==> src/pkg/fan_ctrl_pkg.sv <==
`default_nettype none
package fan_ctrl_pkg;
  localparam int PCT_W = 7;
  localparam logic [6:0] PCT_MAX = 7'h64;
  localparam logic [6:0] EC_CUTOFF = 7'h0a;
  localparam int TEMP_W = 12;
  localparam int PRES_W = 12;
  localparam int MIN_W = 11;
  localparam logic [10:0] MIN_PER_DAY = 11'h5a0;
  localparam logic [10:0] AUTOCAL_LEAD_MIN = 11'h00a;
  localparam int CLK_HZ = 100000000;
  localparam int CAL_TIME_S = 60;
  localparam longint CAL_CYCLES = longint'(CAL_TIME_S) * longint'(CLK_HZ);
  localparam int PID_TICK_CYCLES = 1000;
  localparam int CNT_W = 33;
  // register byte addresses
  localparam logic [7:0] A_EXH_DAY = 8'h00;
  localparam logic [7:0] A_EXH_NIGHT = 8'h04;
  localparam logic [7:0] A_INT_DAY = 8'h08;
  localparam logic [7:0] A_INT_NIGHT = 8'h0c;
  localparam logic [7:0] A_TEMP_SET = 8'h10;
  localparam logic [7:0] A_PRESSURE = 8'h14;
  localparam logic [7:0] A_CUTOFF = 8'h18;
  localparam logic [7:0] A_SCHED = 8'h1c;
  localparam logic [7:0] A_CTRL = 8'h20;
  localparam logic [7:0] A_STATUS = 8'h24;
  localparam logic [7:0] A_IRQ_STAT = 8'h28;
  localparam logic [7:0] A_IRQ_EN = 8'h2c;
  localparam logic [7:0] A_IRQ_CLR = 8'h30;
  localparam logic [7:0] A_SPEED = 8'h34;
  // reset values
  localparam logic [6:0] RST_EXH_MIN = 7'h14;
  localparam logic [6:0] RST_EXH_MAX = 7'h50;
  localparam logic [6:0] RST_INT_MIN = 7'h0a;
  localparam logic [6:0] RST_INT_MAX = 7'h32;
  localparam logic [6:0] RST_NEG_PCT = 7'h0a;
  localparam logic [6:0] RST_AC_CUT = 7'h0a;
  localparam logic [7:0] RST_DEV = 8'h14;
  localparam logic [11:0] RST_TEMP_SET = 12'h0fa;
  localparam logic [11:0] RST_PRES_SET = 12'h014;
  localparam logic [10:0] RST_DAY_START = 11'h168;
  localparam logic [10:0] RST_DAY_END = 11'h4b0;
  // interrupt bits
  localparam int IRQ_MIN_UPD = 0;
  localparam int IRQ_MAX_UPD = 1;
  localparam int IRQ_AC_WARN = 2;
  localparam int IRQ_CAL_DONE = 3;
  localparam int IRQ_W = 4;
  typedef enum logic [1:0] {CAL_IDLE, CAL_RUN} cal_state_t;
endpackage
`default_nettype wire

==> src/hw/fan_ctrl.sv <==
// Functional notes
// - exhaust speed follows room temperature toward the setpoint.
// - no sensor: intake equals exhaust minus negative-pressure percent, capped at intake MAX.
// - sensor present: PID loop holds measured pressure at pascal setpoint.
// - sensor present: intake capped at exhaust minus negative-pressure percent.
// - EC fan drive below ten percent is switched fully off.
// - separate intake and exhaust AC cutoffs; below cutoff AC fan is off.
// - MIN or MAX below matching AC cutoff raises fan-off warning.
// - exhaust MAX written below MIN also sets MIN, flags notice.
// - exhaust MIN written above MAX also sets MAX, flags notice.
// - exhaust speed never exceeds current-period exhaust maximum.
// - separate day and night MIN/MAX sets selected by current mode.
// - deviation band scales speed linearly between MIN and MAX.
// - pascal setpoint used only while a pressure sensor is attached.
// - calibration request turns all fans off for about one minute.
// - with a sensor attached, auto calibration starts ten minutes before day begins.
// - day mode from start-of-day, night mode from end-of-day.
`default_nettype none
module fan_ctrl
  import fan_ctrl_pkg::*;
#(
  parameter longint CAL_LEN = CAL_CYCLES,
  parameter int PID_TICK = PID_TICK_CYCLES
) (
  // clock and reset
  input wire logic ref_clk_i,
  input wire logic arst_n_i,
  // register port
  input wire logic [7:0] addr_i,
  input wire logic [31:0] wdata_i,
  input wire logic wr_i,
  input wire logic rd_i,
  output logic [31:0] rdata_o,
  // sensors and time, from outside
  input wire logic [TEMP_W-1:0] room_temp_i,
  input wire logic [PRES_W-1:0] pressure_i,
  input wire logic sensor_present_i,
  input wire logic [MIN_W-1:0] time_min_i,
  // fan drives, calibration flag and interrupt
  output logic [PCT_W-1:0] exhaust_ec_o,
  output logic [PCT_W-1:0] intake_ec_o,
  output logic exhaust_ac_on_o,
  output logic intake_ac_on_o,
  output logic [PCT_W-1:0] exhaust_ac_o,
  output logic [PCT_W-1:0] intake_ac_o,
  output logic calibrating_o,
  output logic irq_o
);
  logic [6:0] exh_min_reg [2];
  logic [6:0] exh_max_reg [2];
  logic [6:0] int_min_reg [2];
  logic [6:0] int_max_reg [2];
  logic [6:0] neg_pct_reg, int_cut_reg, exh_cut_reg;
  logic [7:0] dev_reg;
  logic [11:0] temp_set_reg, pres_set_reg;
  logic [10:0] day_start_reg, day_end_reg;
  logic autocal_en_reg, ec_mode_reg;
  logic [IRQ_W-1:0] irq_stat_reg, irq_en_reg, irq_set;
  logic [6:0] exh_speed_reg, int_speed_reg;
  logic [31:0] rdata_reg;

  // synchronisers for outside inputs
  logic [TEMP_W-1:0] temp_s1, temp_s2;
  logic [PRES_W-1:0] pres_s1, pres_s2;
  logic [MIN_W-1:0] time_s1, time_s2;
  logic sens_s1, sens_s2;
  always_ff @(posedge ref_clk_i or negedge arst_n_i)
  begin
    if (!arst_n_i)
    begin
      temp_s1 <= '0;
      temp_s2 <= '0;
      pres_s1 <= '0;
      pres_s2 <= '0;
      time_s1 <= '0;
      time_s2 <= '0;
      sens_s1 <= 1'b0;
      sens_s2 <= 1'b0;
    end
    else
    begin
      temp_s1 <= room_temp_i;
      temp_s2 <= temp_s1;
      pres_s1 <= pressure_i;
      pres_s2 <= pres_s1;
      time_s1 <= time_i_fix(time_min_i);
      time_s2 <= time_s1;
      sens_s1 <= sensor_present_i;
      sens_s2 <= sens_s1;
    end
  end

  function automatic logic [MIN_W-1:0] time_i_fix(input logic [MIN_W-1:0] t);
    time_i_fix = t;
  endfunction

  // day window, wraps across midnight
  logic is_day;
  always_comb
  begin
    if (day_start_reg <= day_end_reg)
      is_day = (time_s2 >= day_start_reg) && (time_s2 < day_end_reg);
    else
      is_day = (time_s2 >= day_start_reg) || (time_s2 < day_end_reg);
  end
  logic per;
  assign per = ~is_day;

  // register writes
  logic wr_exh_max, wr_exh_min;
  logic [0:0] wr_sel;
  assign wr_exh_max = wr_i && (addr_i == A_EXH_DAY || addr_i == A_EXH_NIGHT);
  assign wr_sel = (addr_i == A_EXH_NIGHT || addr_i == A_INT_NIGHT) ? 1'b1 : 1'b0;
  logic [6:0] wmin, wmax;
  assign wmin = (wdata_i[6:0] > PCT_MAX) ? PCT_MAX : wdata_i[6:0];
  assign wmax = (wdata_i[14:8] > PCT_MAX) ? PCT_MAX : wdata_i[14:8];
  assign wr_exh_min = wr_exh_max;

  // exhaust limits: a write carries min in [6:0] and max in [14:8];
  // bit 16 writes only max, bit 17 only min; the other limit follows when crossed
  always_ff @(posedge ref_clk_i or negedge arst_n_i)
  begin
    if (!arst_n_i)
    begin
      exh_min_reg[0] <= RST_EXH_MIN;
      exh_min_reg[1] <= RST_EXH_MIN;
      exh_max_reg[0] <= RST_EXH_MAX;
      exh_max_reg[1] <= RST_EXH_MAX;
    end
    else if (wr_exh_max)
    begin
      if (wdata_i[16])
      begin
        exh_max_reg[wr_sel] <= wmax;
        if (wmax < exh_min_reg[wr_sel])
          exh_min_reg[wr_sel] <= wmax;
      end
      else if (wdata_i[17])
      begin
        exh_min_reg[wr_sel] <= wmin;
        if (wmin > exh_max_reg[wr_sel])
          exh_max_reg[wr_sel] <= wmin;
      end
      else
      begin
        exh_min_reg[wr_sel] <= (wmin > wmax) ? wmax : wmin;
        exh_max_reg[wr_sel] <= wmax;
      end
    end
  end

  logic min_upd, max_upd;
  assign min_upd = wr_exh_max && wdata_i[16] && (wmax < exh_min_reg[wr_sel]);
  assign max_upd = wr_exh_min && !wdata_i[16] && wdata_i[17]
    && (wmin > exh_max_reg[wr_sel]);

  always_ff @(posedge ref_clk_i or negedge arst_n_i)
  begin
    if (!arst_n_i)
    begin
      int_min_reg[0] <= RST_INT_MIN;
      int_min_reg[1] <= RST_INT_MIN;
      int_max_reg[0] <= RST_INT_MAX;
      int_max_reg[1] <= RST_INT_MAX;
      neg_pct_reg <= RST_NEG_PCT;
      dev_reg <= RST_DEV;
      temp_set_reg <= RST_TEMP_SET;
      pres_set_reg <= RST_PRES_SET;
      int_cut_reg <= RST_AC_CUT;
      exh_cut_reg <= RST_AC_CUT;
      day_start_reg <= RST_DAY_START;
      day_end_reg <= RST_DAY_END;
      autocal_en_reg <= 1'b0;
      ec_mode_reg <= 1'b1;
      irq_en_reg <= '0;
    end
    else if (wr_i)
    begin
      case (addr_i)
        A_INT_DAY, A_INT_NIGHT:
        begin
          int_min_reg[wr_sel] <= (wmin > wmax) ? wmax : wmin;
          int_max_reg[wr_sel] <= wmax;
        end
        A_TEMP_SET:
        begin
          temp_set_reg <= wdata_i[11:0];
          dev_reg <= wdata_i[23:16];
        end
        A_PRESSURE:
        begin
          pres_set_reg <= wdata_i[11:0];
          neg_pct_reg <= (wdata_i[22:16] > PCT_MAX) ? PCT_MAX : wdata_i[22:16];
        end
        A_CUTOFF:
        begin
          int_cut_reg <= wmin;
          exh_cut_reg <= wmax;
        end
        A_SCHED:
        begin
          day_start_reg <= wdata_i[10:0];
          day_end_reg <= wdata_i[26:16];
        end
        A_CTRL:
        begin
          autocal_en_reg <= wdata_i[0];
          ec_mode_reg <= wdata_i[1];
        end
        A_IRQ_EN: irq_en_reg <= wdata_i[IRQ_W-1:0];
        default: ;
      endcase
    end
  end

  // calibration sequencer
  cal_state_t cal_state;
  logic [CNT_W-1:0] cal_cnt;
  logic cal_req, auto_hit, cal_done;
  logic [10:0] autocal_at;
  logic [MIN_W-1:0] last_min;
  assign autocal_at = (day_start_reg >= AUTOCAL_LEAD_MIN) ? day_start_reg - AUTOCAL_LEAD_MIN
    : day_start_reg + MIN_PER_DAY - AUTOCAL_LEAD_MIN;
  assign auto_hit = autocal_en_reg && sens_s2 && (time_s2 == autocal_at)
    && (last_min != time_s2);
  assign cal_req = (wr_i && addr_i == A_CTRL && wdata_i[2]) || auto_hit;
  assign cal_done = (cal_state == CAL_RUN) && (cal_cnt == CNT_W'(CAL_LEN - 1));
  always_ff @(posedge ref_clk_i or negedge arst_n_i)
  begin
    if (!arst_n_i)
    begin
      cal_state <= CAL_IDLE;
      cal_cnt <= '0;
      last_min <= '0;
    end
    else
    begin
      last_min <= time_s2;
      case (cal_state)
        CAL_IDLE:
          if (cal_req)
          begin
            cal_state <= CAL_RUN;
            cal_cnt <= '0;
          end
        CAL_RUN:
          if (cal_done)
            cal_state <= CAL_IDLE;
          else
            cal_cnt <= cal_cnt + 1'b1;
        default: cal_state <= CAL_IDLE;
      endcase
    end
  end
  assign calibrating_o = (cal_state == CAL_RUN);

  // exhaust: scale across deviation band above setpoint
  logic [6:0] e_min, e_max, i_min, i_max, exh_next, int_cap, int_next;
  logic [12:0] over;
  logic [20:0] scaled;
  assign e_min = exh_min_reg[per];
  assign e_max = exh_max_reg[per];
  assign i_min = int_min_reg[per];
  assign i_max = int_max_reg[per];
  always_comb
  begin
    over = '0;
    scaled = '0;
    if (temp_s2 <= temp_set_reg)
      exh_next = e_min;
    else
    begin
      over = {1'b0, temp_s2} - {1'b0, temp_set_reg};
      if (dev_reg == 8'h00 || over >= {5'h00, dev_reg})
        exh_next = e_max;
      else
      begin
        scaled = 21'(over) * 21'(e_max - e_min) / 21'(dev_reg);
        exh_next = e_min + scaled[6:0];
      end
    end
    if (exh_next > e_max)
      exh_next = e_max;
  end

  assign int_cap = (exh_next > neg_pct_reg) ? exh_next - neg_pct_reg : 7'h00;

  // pressure loop, a PI-D step every tick
  logic signed [13:0] perr, perr_prev;
  logic signed [19:0] integ;
  logic signed [21:0] pid_out;
  logic [15:0] tick_cnt;
  logic tick;
  assign tick = (tick_cnt == 16'(PID_TICK - 1));
  assign perr = $signed({2'b00, pres_set_reg}) - $signed({2'b00, pres_s2});
  always_ff @(posedge ref_clk_i or negedge arst_n_i)
  begin
    if (!arst_n_i)
    begin
      tick_cnt <= '0;
      integ <= '0;
      perr_prev <= '0;
    end
    else
    begin
      tick_cnt <= tick ? '0 : tick_cnt + 1'b1;
      if (!sens_s2 || calibrating_o)
      begin
        integ <= '0;
        perr_prev <= '0;
      end
      else if (tick)
      begin
        // higher pressure than wanted means intake too slow: err > 0 lowers speed
        if (integ - 20'(perr) > 20'sd25600)
          integ <= 20'sd25600;
        else if (integ - 20'(perr) < 20'sd0)
          integ <= 20'sd0;
        else
          integ <= integ - 20'(perr);
        perr_prev <= perr;
      end
    end
  end
  always_comb
  begin
    // small proportional and derivative gains keep the delayed loop from ringing
    pid_out = 22'(integ >>> 8) - 22'(perr >>> 4) - 22'((perr - perr_prev) >>> 5);
    if (pid_out < 0)
      int_next = 7'h00;
    else if (pid_out > 22'(PCT_MAX))
      int_next = PCT_MAX;
    else
      int_next = pid_out[6:0];
    if (!sens_s2)
      int_next = int_cap;
    else if (int_next > int_cap)
      int_next = int_cap;
    if (int_next > i_max)
      int_next = i_max;
    if (int_next < i_min && int_cap >= i_min)
      int_next = i_min;
  end

  always_ff @(posedge ref_clk_i or negedge arst_n_i)
  begin
    if (!arst_n_i)
    begin
      exh_speed_reg <= '0;
      int_speed_reg <= '0;
    end
    else if (calibrating_o)
    begin
      exh_speed_reg <= '0;
      int_speed_reg <= '0;
    end
    else
    begin
      exh_speed_reg <= exh_next;
      int_speed_reg <= int_next;
    end
  end

  // drive stages
  always_ff @(posedge ref_clk_i or negedge arst_n_i)
  begin
    if (!arst_n_i)
    begin
      exhaust_ec_o <= '0;
      intake_ec_o <= '0;
      exhaust_ac_o <= '0;
      intake_ac_o <= '0;
      exhaust_ac_on_o <= 1'b0;
      intake_ac_on_o <= 1'b0;
    end
    else
    begin
      exhaust_ec_o <= (exh_speed_reg < EC_CUTOFF) ? 7'h00 : exh_speed_reg;
      intake_ec_o <= (int_speed_reg < EC_CUTOFF) ? 7'h00 : int_speed_reg;
      exhaust_ac_on_o <= !ec_mode_reg && (exh_speed_reg >= exh_cut_reg);
      intake_ac_on_o <= !ec_mode_reg && (int_speed_reg >= int_cut_reg);
      exhaust_ac_o <= (exh_speed_reg < exh_cut_reg) ? 7'h00 : exh_speed_reg;
      intake_ac_o <= (int_speed_reg < int_cut_reg) ? 7'h00 : int_speed_reg;
    end
  end

  // warning level and interrupts
  logic ac_warn, ac_warn_d;
  assign ac_warn = (exh_min_reg[0] < exh_cut_reg) || (exh_min_reg[1] < exh_cut_reg)
    || (exh_max_reg[0] < exh_cut_reg) || (exh_max_reg[1] < exh_cut_reg)
    || (int_min_reg[0] < int_cut_reg) || (int_min_reg[1] < int_cut_reg)
    || (int_max_reg[0] < int_cut_reg) || (int_max_reg[1] < int_cut_reg);
  always_comb
  begin
    irq_set = '0;
    irq_set[IRQ_MIN_UPD] = min_upd;
    irq_set[IRQ_MAX_UPD] = max_upd;
    irq_set[IRQ_AC_WARN] = ac_warn && !ac_warn_d;
    irq_set[IRQ_CAL_DONE] = cal_done;
  end
  always_ff @(posedge ref_clk_i or negedge arst_n_i)
  begin
    if (!arst_n_i)
    begin
      irq_stat_reg <= '0;
      ac_warn_d <= 1'b0;
    end
    else
    begin
      ac_warn_d <= ac_warn;
      if (wr_i && addr_i == A_IRQ_CLR)
        irq_stat_reg <= (irq_stat_reg & ~wdata_i[IRQ_W-1:0]) | irq_set;
      else
        irq_stat_reg <= irq_stat_reg | irq_set;
    end
  end
  assign irq_o = |(irq_stat_reg & irq_en_reg);

  // read port
  always_ff @(posedge ref_clk_i or negedge arst_n_i)
  begin
    if (!arst_n_i)
      rdata_reg <= '0;
    else if (rd_i)
    begin
      case (addr_i)
        A_EXH_DAY: rdata_reg <= {17'h0, exh_max_reg[0], 1'b0, exh_min_reg[0]};
        A_EXH_NIGHT: rdata_reg <= {17'h0, exh_max_reg[1], 1'b0, exh_min_reg[1]};
        A_INT_DAY: rdata_reg <= {17'h0, int_max_reg[0], 1'b0, int_min_reg[0]};
        A_INT_NIGHT: rdata_reg <= {17'h0, int_max_reg[1], 1'b0, int_min_reg[1]};
        A_TEMP_SET: rdata_reg <= {8'h0, dev_reg, 4'h0, temp_set_reg};
        A_PRESSURE: rdata_reg <= {9'h0, neg_pct_reg, 4'h0, pres_set_reg};
        A_CUTOFF: rdata_reg <= {17'h0, exh_cut_reg, 1'b0, int_cut_reg};
        A_SCHED: rdata_reg <= {5'h0, day_end_reg, 5'h0, day_start_reg};
        A_CTRL: rdata_reg <= {30'h0, ec_mode_reg, autocal_en_reg};
        A_STATUS: rdata_reg <= {28'h0, sens_s2, ac_warn, calibrating_o, is_day};
        A_IRQ_STAT: rdata_reg <= {28'h0, irq_stat_reg};
        A_IRQ_EN: rdata_reg <= {28'h0, irq_en_reg};
        A_SPEED: rdata_reg <= {17'h0, int_speed_reg, 1'b0, exh_speed_reg};
        default: rdata_reg <= '0;
      endcase
    end
  end
  assign rdata_o = rdata_reg;

  a_ec_cutoff_off: assert property (@(posedge ref_clk_i) disable iff (!arst_n_i)
    ($past(exh_speed_reg) < EC_CUTOFF) |-> exhaust_ec_o == 7'h00)
    else $error("ec exhaust driven below cutoff");
  a_exh_max_clamp: assert property (@(posedge ref_clk_i) disable iff (!arst_n_i)
    !calibrating_o |=> exh_speed_reg <= $past(e_max))
    else $error("exhaust above max");
  a_intake_cap: assert property (@(posedge ref_clk_i) disable iff (!arst_n_i)
    (!calibrating_o && sens_s2) |=> int_speed_reg <= $past(int_cap))
    else $error("intake above cap");
  a_intake_nosensor: assert property (@(posedge ref_clk_i) disable iff (!arst_n_i)
    (!calibrating_o && !sens_s2 && int_cap <= i_max && int_cap >= i_min)
      |=> int_speed_reg == $past(int_cap))
    else $error("intake offset wrong");
  a_cal_fans_off: assert property (@(posedge ref_clk_i) disable iff (!arst_n_i)
    calibrating_o ##1 calibrating_o |-> exh_speed_reg == 0 && int_speed_reg == 0)
    else $error("fans run in calibration");
  a_min_follow: assert property (@(posedge ref_clk_i) disable iff (!arst_n_i)
    min_upd |=> irq_stat_reg[IRQ_MIN_UPD] && exh_min_reg[$past(wr_sel)] == $past(wmax))
    else $error("min not updated");
  a_max_follow: assert property (@(posedge ref_clk_i) disable iff (!arst_n_i)
    max_upd |=> irq_stat_reg[IRQ_MAX_UPD] && exh_max_reg[$past(wr_sel)] == $past(wmin))
    else $error("max not updated");
  a_speed_range: assert property (@(posedge ref_clk_i) disable iff (!arst_n_i)
    exh_speed_reg <= PCT_MAX && int_speed_reg <= PCT_MAX)
    else $error("speed out of range");
  a_ac_warn_irq: assert property (@(posedge ref_clk_i) disable iff (!arst_n_i)
    (ac_warn && !ac_warn_d) |=> irq_stat_reg[IRQ_AC_WARN])
    else $error("ac warning lost");
endmodule
`default_nettype wire

==> config.mk <==
export PLATFORM = sky130hd
export DESIGN_NAME = fan_ctrl
export DESIGN_NICKNAME = d
export VERILOG_FILES = /design/src/pkg/fan_ctrl_pkg.sv /design/src/hw/fan_ctrl.sv
export SDC_FILE = /design/constraint.sdc
export NUM_CORES = 2
export LEC_CHECK = 0
export CORE_UTILIZATION = 50
export DETAILED_ROUTE_END_ITERATION = 16
export DONT_BUFFER_PORTS = 1
export PLACE_DENSITY_LB_ADDON = 0.25
export SETUP_SLACK_MARGIN = 0.3
export SYNTH_ARGS = -nofsm -noshare
export SYNTH_HDL_FRONTEND = slang
export SYNTH_SLANG_ARGS = --single-unit
export TNS_END_PERCENT = 100
==> constraint.sdc <==
create_clock -name ref_clk_i -period 164.8 [get_ports ref_clk_i]
set_clock_uncertainty 0.05 [all_clocks]
set_input_delay 32.96 -clock ref_clk_i [delete_from_list [all_inputs] [get_ports ref_clk_i]]
set_output_delay 32.96 -clock ref_clk_i [all_outputs]
set_load 0.005 [all_outputs]
### Word-level counts from Yosys, hierarchy flattened

Cells that the tools add are included.
W data, S select, Z words.

| word-level totals | value |
|---|---|
| ROM bits | 0 |
| logic and storage cells | 255 |
| memory bits (writable) | 0 |
| output and inout bits | 64 |
| flip-flop bits (word level) | 386 |
| input port bits | 80 |
| bits in latches | 0 |
| memories | 0 |

| cells by class | value |
|---|---|
| bitwise logic cells | 8 |
| equal/unequal tests | 23 |
| magnitude comparators | 39 |
| divide/modulo/power cells | 1 |
| shift operators | 0 |
| mux-type cells | 71 |
| $mul | 1 |
| add/subtract/negate cells | 14 |
| reduce and logical (&&, ||, !) cells | 54 |

Operator list:

| kind | number |
|---|---|
| $pmux W27 S13 | 1 |
| $mux W7 | 39 |
| $mux W14 | 8 |
| $bwmux W14 | 7 |
| $lt A7 B7 Y1 | 12 |
| $mux W20 | 4 |
| $mux W33 | 2 |
| $pmux W33 S2 | 1 |
| $eq A8 B6 Y1 const B | 6 |
| $gt A7 B7 Y1 | 6 |
| $add A33 B1 Y33 const B | 1 |
| $eq A33 B33 Y1 const B | 1 |
| $eq A8 B5 Y1 const B | 4 |
| $sub A12 B12 Y13 | 2 |
| $gt A22 B7 Y1 const B | 1 |
| $sub A11 B4 Y11 const B | 2 |
| $div A21 B8 Y21 | 1 |
| $ge A7 B7 Y1 | 3 |
| $gt A7 B7 Y1 const B | 3 |
| $mul A14 B8 Y21 | 1 |
| $gt A20 B16 Y1 const B | 1 |
| $lt A20 B1 Y1 const B | 1 |
| $reduce_and A2 Y1 | 10 |
| $sub A20 B13 Y20 | 1 |
| 48 further kinds | 93 |

### Depth between registers and ports, before layout

| depth | value |
|---|---|
| depth after elaboration | 27 |
| mapped depth | 352 |
| depth with buffers taken out | 331 |

### Least setup slack after synthesis

Ideal clock, no wire load.

| timing path | value |
|---|---|
| path kind | register -> register |
| start point | register day_start_reg[5] |
| end point | register int_speed_reg[3] |
| library setup time | 0.094 ns |
| stages on the path, launching flop included | 341 |
| setup slack | 100.881 ns |
| required time | 164.656 ns |
| arrival | 63.775 ns |
| period minus slack after synthesis | 63.919 ns |
| buffers on the path | 20 |
| cell sequence | dfstp_2 > inv_1 > ha_1 > a21o_1 > a21oi_1 > nand4b_1 > a211oi_2 > o21ai_2 > nand2_2 > mux2_2 > inv_1 > ha_1 > inv_1 > ha_1 > a21oi_1 > a21o_1 > a21oi_1 > inv_1 > [... 305 more ...] > clkbuf_1 > nor2_1 > a21oi_1 > inv_1 > ha_1 > a21oi_1 > nor2b_1 > o21ai_0 > o21ai_0 > o22ai_1 > mux2i_1 > ha_1 > a21o_1 > a21o_1 > a2111oi_0 > clkbuf_1 > nor2_1 > a211oi_1 |

| on the way | value |
|---|---|
| word-level cells in the longest chain between the ends | 27 |
| elaborated cells on any way between the ends | 40 |

Ends and longest elaborated chain:

| what | line | source |
|---|---|---|
| start, declared | fan_ctrl.sv:56 | `logic [10:0] day_start_reg, day_end_reg;` |
| start signal, assigned | fan_ctrl.sv:202 | `day_start_reg <= wdata_i[10:0];` |
| $ge A11 B11 Y1 | fan_ctrl.sv:102, fan_ctrl.sv:104 |  |
| $logic_or A1 B1 Y1 or $logic_and A1 B1 Y1 (tied branches) | fan_ctrl.sv:104, fan_ctrl.sv:102 |  |
| $mux W1 (*) | fan_ctrl.sv:101 | `if (day_start_reg <= day_end_reg)` |
| $not A1 Y1 (*) | fan_ctrl.sv:107 | `assign per = ~is_day;` |
| $not A1 Y2 (not written as such) (*) | - |  |
| $mux W7 (on tied branches) (3 in a row) | fan_ctrl.sv:262, fan_ctrl.sv:261 |  |
| $sub A7 B7 Y8 | fan_ctrl.sv:278 | `scaled = 21'(over) * 21'(e_max - e_min) / 21'(dev_reg);` |
| $mul A14 B8 Y21 | fan_ctrl.sv:278 |  |
| [... 9 more ...] | - |  |
| $mux W7 | fan_ctrl.sv:337 | `else if (int_next > int_cap)` |
| $mux W7 | fan_ctrl.sv:335 | `if (!sens_s2)` |
| $gt A7 B7 Y1 | fan_ctrl.sv:339 | `if (int_next > i_max)` |
| $mux W7 | fan_ctrl.sv:339 |  |
| $lt A7 B7 Y1 | fan_ctrl.sv:341 | `if (int_next < i_min && int_cap >= i_min)` |
| $logic_and A1 B1 Y1 | fan_ctrl.sv:341 |  |
| $mux W7 (*) | fan_ctrl.sv:341 |  |
| $mux W7 (*) | fan_ctrl.sv:352 | `else if (calibrating_o)` |
| end signal, assigned | fan_ctrl.sv:360 | `int_speed_reg <= int_next;` |
| end, declared | fan_ctrl.sv:59 | `logic [6:0] exh_speed_reg, int_speed_reg;` |

Mark *: on every way between the ends. The rest lies on a longest branch, timed or not. The select of a mux whose other input is x is not followed.
A chain may end at the register's enable or synchronous reset.

### Final worst setup path

| timing path | value |
|---|---|
| start point | register day_start_reg[5] |
| end point | register int_speed_reg[0] |

The elaborated chain is that of the path after synthesis.

==> reports/summary.txt <==
FLOORPLAN
-------------------------------------------------------------------------------------------------
Die span in x ......................................................................       271 um
Die outline area ...................................................................   0.0734 mm2
Placement row count ................................................................           98
Total I/O pin count ................................................................          144
Starting Density ...................................................................        50.6%
Std-Cell Core Area .................................................................   0.0715 mm2
Y dimension of the die .............................................................       271 um

CRITICAL PATH
-------------------------------------------------------------------------------------------------
Required time of the worst setup path ..............................................    165160 ps
Type of the worst setup path .......................................................      reg2reg
Cell with the most instances on the worst path .....................................       o21a_1
Buf+Inv Stages, Crit Path ..........................................................           25
Sort of element at the start of the critical path ..................................    flip-flop
Setup crit start ................................................................... day_start_reg[5]
Worst reg2reg startpoint ........................................................... day_start_reg[5]
CP top delay family ................................................................ compound AO/OA/AOI/OAI gates
Last element of the critical path .................................................. int_speed_reg[0]
Endpoint kind of the worst setup timing path .......................................    flip-flop
Destination of the worst register-to-register timing path .......................... int_speed_reg[0]
Critical path's slowest cell .......................................................    a2111oi_2
Worst path depth ...................................................................          321
CP Data Arrival Time ...............................................................     74410 ps
Length in cells of the worst reg-to-reg path .......................................          321
Maximum single-stage delay on the critical path ....................................      1100 ps
Setup slack on the worst flop-to-flop path .........................................     90740 ps
Maximum fanout count along the critical path .......................................           31

LOGIC SYNTHESIS
-------------------------------------------------------------------------------------------------
Share of cell area taken by muxes after synthesis ..................................        6.53%
Most area-consuming cells after synthesis .......................................... dfrtp_1, ha_1, fa_1
Gate count of the mapped netlist ...................................................         4135
Number of distinct library cell variants in the gate-level netlist after synthesis .          119
Dominant combinational cell family by area after synthesis ......................... compound AO/OA/AOI/OAI gates
Number of flops mapped to enable cells by yosys ....................................            0
Most repeated cell in the gate-level netlist after synthesis .......................         ha_1
Share of flip-flops with an asynchronous set or reset ..............................         100%
Synth top area share ...............................................................        23.1%
Sequential-to-total area share from yosys stat .....................................        26.2%
Top cells by count, synth .......................................................... ha_1, nor2_1, inv_1
Adder-cell area share of the yosys netlist .........................................        19.7%
Synthesized-area fraction occupied by and/or/nand/nor cells ........................        17.2%
Synth warnings .....................................................................            0
Main flop type after synthesis .....................................................      dfrtp_1
Post-synthesis share of cell area spent on xor and xnor gates ......................        4.49%
Syn Area/Cell ......................................................................     8.75 um2
Mapped cell area ...................................................................   0.0362 mm2
Number of storage elements in the synthesis netlist ................................          377
Leading area contributor after synthesis ...........................................      dfrtp_1
Synth Area in Compound Gates .......................................................        20.8%

CLOCK TREE
-------------------------------------------------------------------------------------------------
Clock sink count ...................................................................          377
Resize count post-CTS ..............................................................            0
Inserted Clock Buffers .............................................................           37
Worst skew pair latency ............................................................       550 ps
CTS hold repair buffers ............................................................            0
# Post-CTS Setup Buffers ...........................................................            0
TritonCTS clock tree ...............................................................        built
Worst-path clk slew ................................................................        70 ps
Root Buffer ........................................................................    clkbuf_16
Maximum buffer depth of the clock tree .............................................            3
Number of H-tree levels ............................................................            2

CELLS AND AREA
-------------------------------------------------------------------------------------------------
Layout Area Growth over Synthesis ..................................................        6.32%
NumNets Final ......................................................................         4693
Final standard cell area without fillers ...........................................   0.0385 mm2
Final core utilization .............................................................        53.8%
Register ranked first by flip-flop count ...........................................      cal_cnt
Count of filler cells inserted in the layout .......................................         6633
Layout cells sized above 1 .........................................................        8.92%
Number of flip-flops under the largest register name ...............................           33
Area of the multi-input gates ......................................................   0.0249 mm2
Area taken by flip-flops and latches ...............................................  0.00949 mm2

GLOBAL ROUTE
-------------------------------------------------------------------------------------------------
Global Route Usage Sum .............................................................        27.7%
GRT overflow .......................................................................            0
Largest net degree at the start of global routing ..................................          378
Global-route wire length before repair .............................................    164000 um
Number of antenna violations at the first check in global routing ..................            2
Number of global-route vias before repair ..........................................        30051

OUTCOME
-------------------------------------------------------------------------------------------------
Outcome ............................................................................ complete, no violations

ROUTING
-------------------------------------------------------------------------------------------------
Pre-Repair DR Iteration Count ......................................................            7
Count of antenna-violating nets left after detailed routing ........................            0
WL per Instance ....................................................................      20.1 um
Number of remaining DRC errors .....................................................            0
Detailed-route via count ...........................................................        30702
Number of DRC markers after the initial detailed-route iteration ...................         2107
Wirelength, routed .................................................................    102000 um
Mean number of vias per cell .......................................................         6.05

STA
-------------------------------------------------------------------------------------------------
Period utilisation layout ..........................................................        44.9%
Worst relative slew slack ..........................................................        14.6%
Max Freq ...........................................................................   0.0135 GHz
Final-layout setup total negative slack ............................................         0 ps
Total count of max-transition violations in the final report .......................            0
Final setup violation count ........................................................            0
Slew at the pin closest to its max-slew limit ......................................      1270 ps
Min Clock Period, post-route .......................................................     74060 ps
RSZ-0062 raised after global routing ...............................................        false
Final setup slack of the worst path ................................................     90740 ps
Final hold viol count ..............................................................            0

PLACE
-------------------------------------------------------------------------------------------------
Final HPWL from detailed placement .................................................     79600 um
Placer congestion estimate .........................................................        0.965
Number of buffers inserted by port buffering .......................................            0
Worst slack at placement ...........................................................     91440 ps
Placed cell areas ..................................................................   0.0372 mm2

HOLD PATH
-------------------------------------------------------------------------------------------------
Path category of the worst min-delay check .........................................      reg2reg

RUN
-------------------------------------------------------------------------------------------------
Max-cap violations .................................................................            0

==> layer usage <==
metal  vias up  wire length (um)  track usage, %  share of wire, %
met1     14714             43500            35.3                43
met5         -                28               0             0.027
met3       254              6480            4.03               6.3
li1      14817                 -               -                 -
met4         4              4480            11.7               4.4
met2       913             47700            46.7                47
==> how the worst min path moves through the flow <==
| stage | start | endpoint | slack (ps) | depth (start not counted) |
|---|---|---|---|---|
| after floorplan | pres_s1[0] | pres_s2[0] | 280 | 0 |
| after global placement | pres_s1[2] | pres_s2[2] | 280 | 0 |
| after detailed placement | pres_s1[2] | pres_s2[2] | 280 | 0 |
| after CTS | temp_s1[6] | temp_s2[6] | 300 | 0 |
| after global routing | temp_s1[3] | temp_s2[3] | 300 | 0 |
| final | temp_s1[6] | temp_s2[6] | 290 | 0 |
==> per-stage QoR <==
stage	hold slack, ps	cells
finish	294	5077
global route	301	5074
CTS	296	5074
detailed placement	285	5006
global placement	281	5006
floorplan	281	4140
==> worst reg2reg max path: cells and delay by family, from the launching register on <==
kind	cells	cell delay [ps]
adders and majority gates	36	11270
xor gates and xnor gates	3	1300
and+or+nand+nor	75	17070
muxes	9	2620
DFF	1	640
AOI/OAI and AO/OA	173	38240
buffers and inverters	25	2730
==> logic make-up (layout without fill, tap and decap cells) <==
family                     count (synthesis)  count (layout)
AOI/OAI and AO/OA                       1098            1098
xor gates and xnor gates                 184             184
adders and majority gates                521             521
buffers and inverters                    464             448
DFF                                      377             377
muxes                                    218             218
other                                      1               9
and+or+nand+nor                         1272            1272
==> area by class of cell <==
cell class | instances | area share, %
antenna | 3 | 0.0195
timing repair buffer | 33 | 0.644
sequential | 377 | 24.7
multi-input combinational | 3299 | 64.9
clock buffer | 47 | 2.69
tap | 950 | 3.09
clock inverter | 21 | 0.628
inverter | 347 | 3.39
==> placed cells by master (no fill, tap or decap), types with 26 or more instances in the layout <==
cell type,instances
or2_2,29
buf_4,33
ha_1,435
and3_1,42
nand2b_1,61
xor2_1,79
a22oi_1,28
fa_1,83
a22o_1,41
o21a_1,111
nand2_1,281
a21oi_1,231
mux2i_1,79
dfrtp_1,334
nand3_1,95
and2_1,42
o31ai_1,36
o22ai_1,32
a211oi_1,27
o211ai_1,26
o21ai_0,223
o21bai_1,30
inv_1,347
nand4_1,55
xnor2_1,104
nor3_1,132
mux2_2,137
dfstp_2,43
nor2b_1,72
nor2_1,352
a21o_1,114
clkbuf_16,39
Power is not shown: default switching activity piles up to over one toggle a cycle in this logic, so the estimate is an artifact.
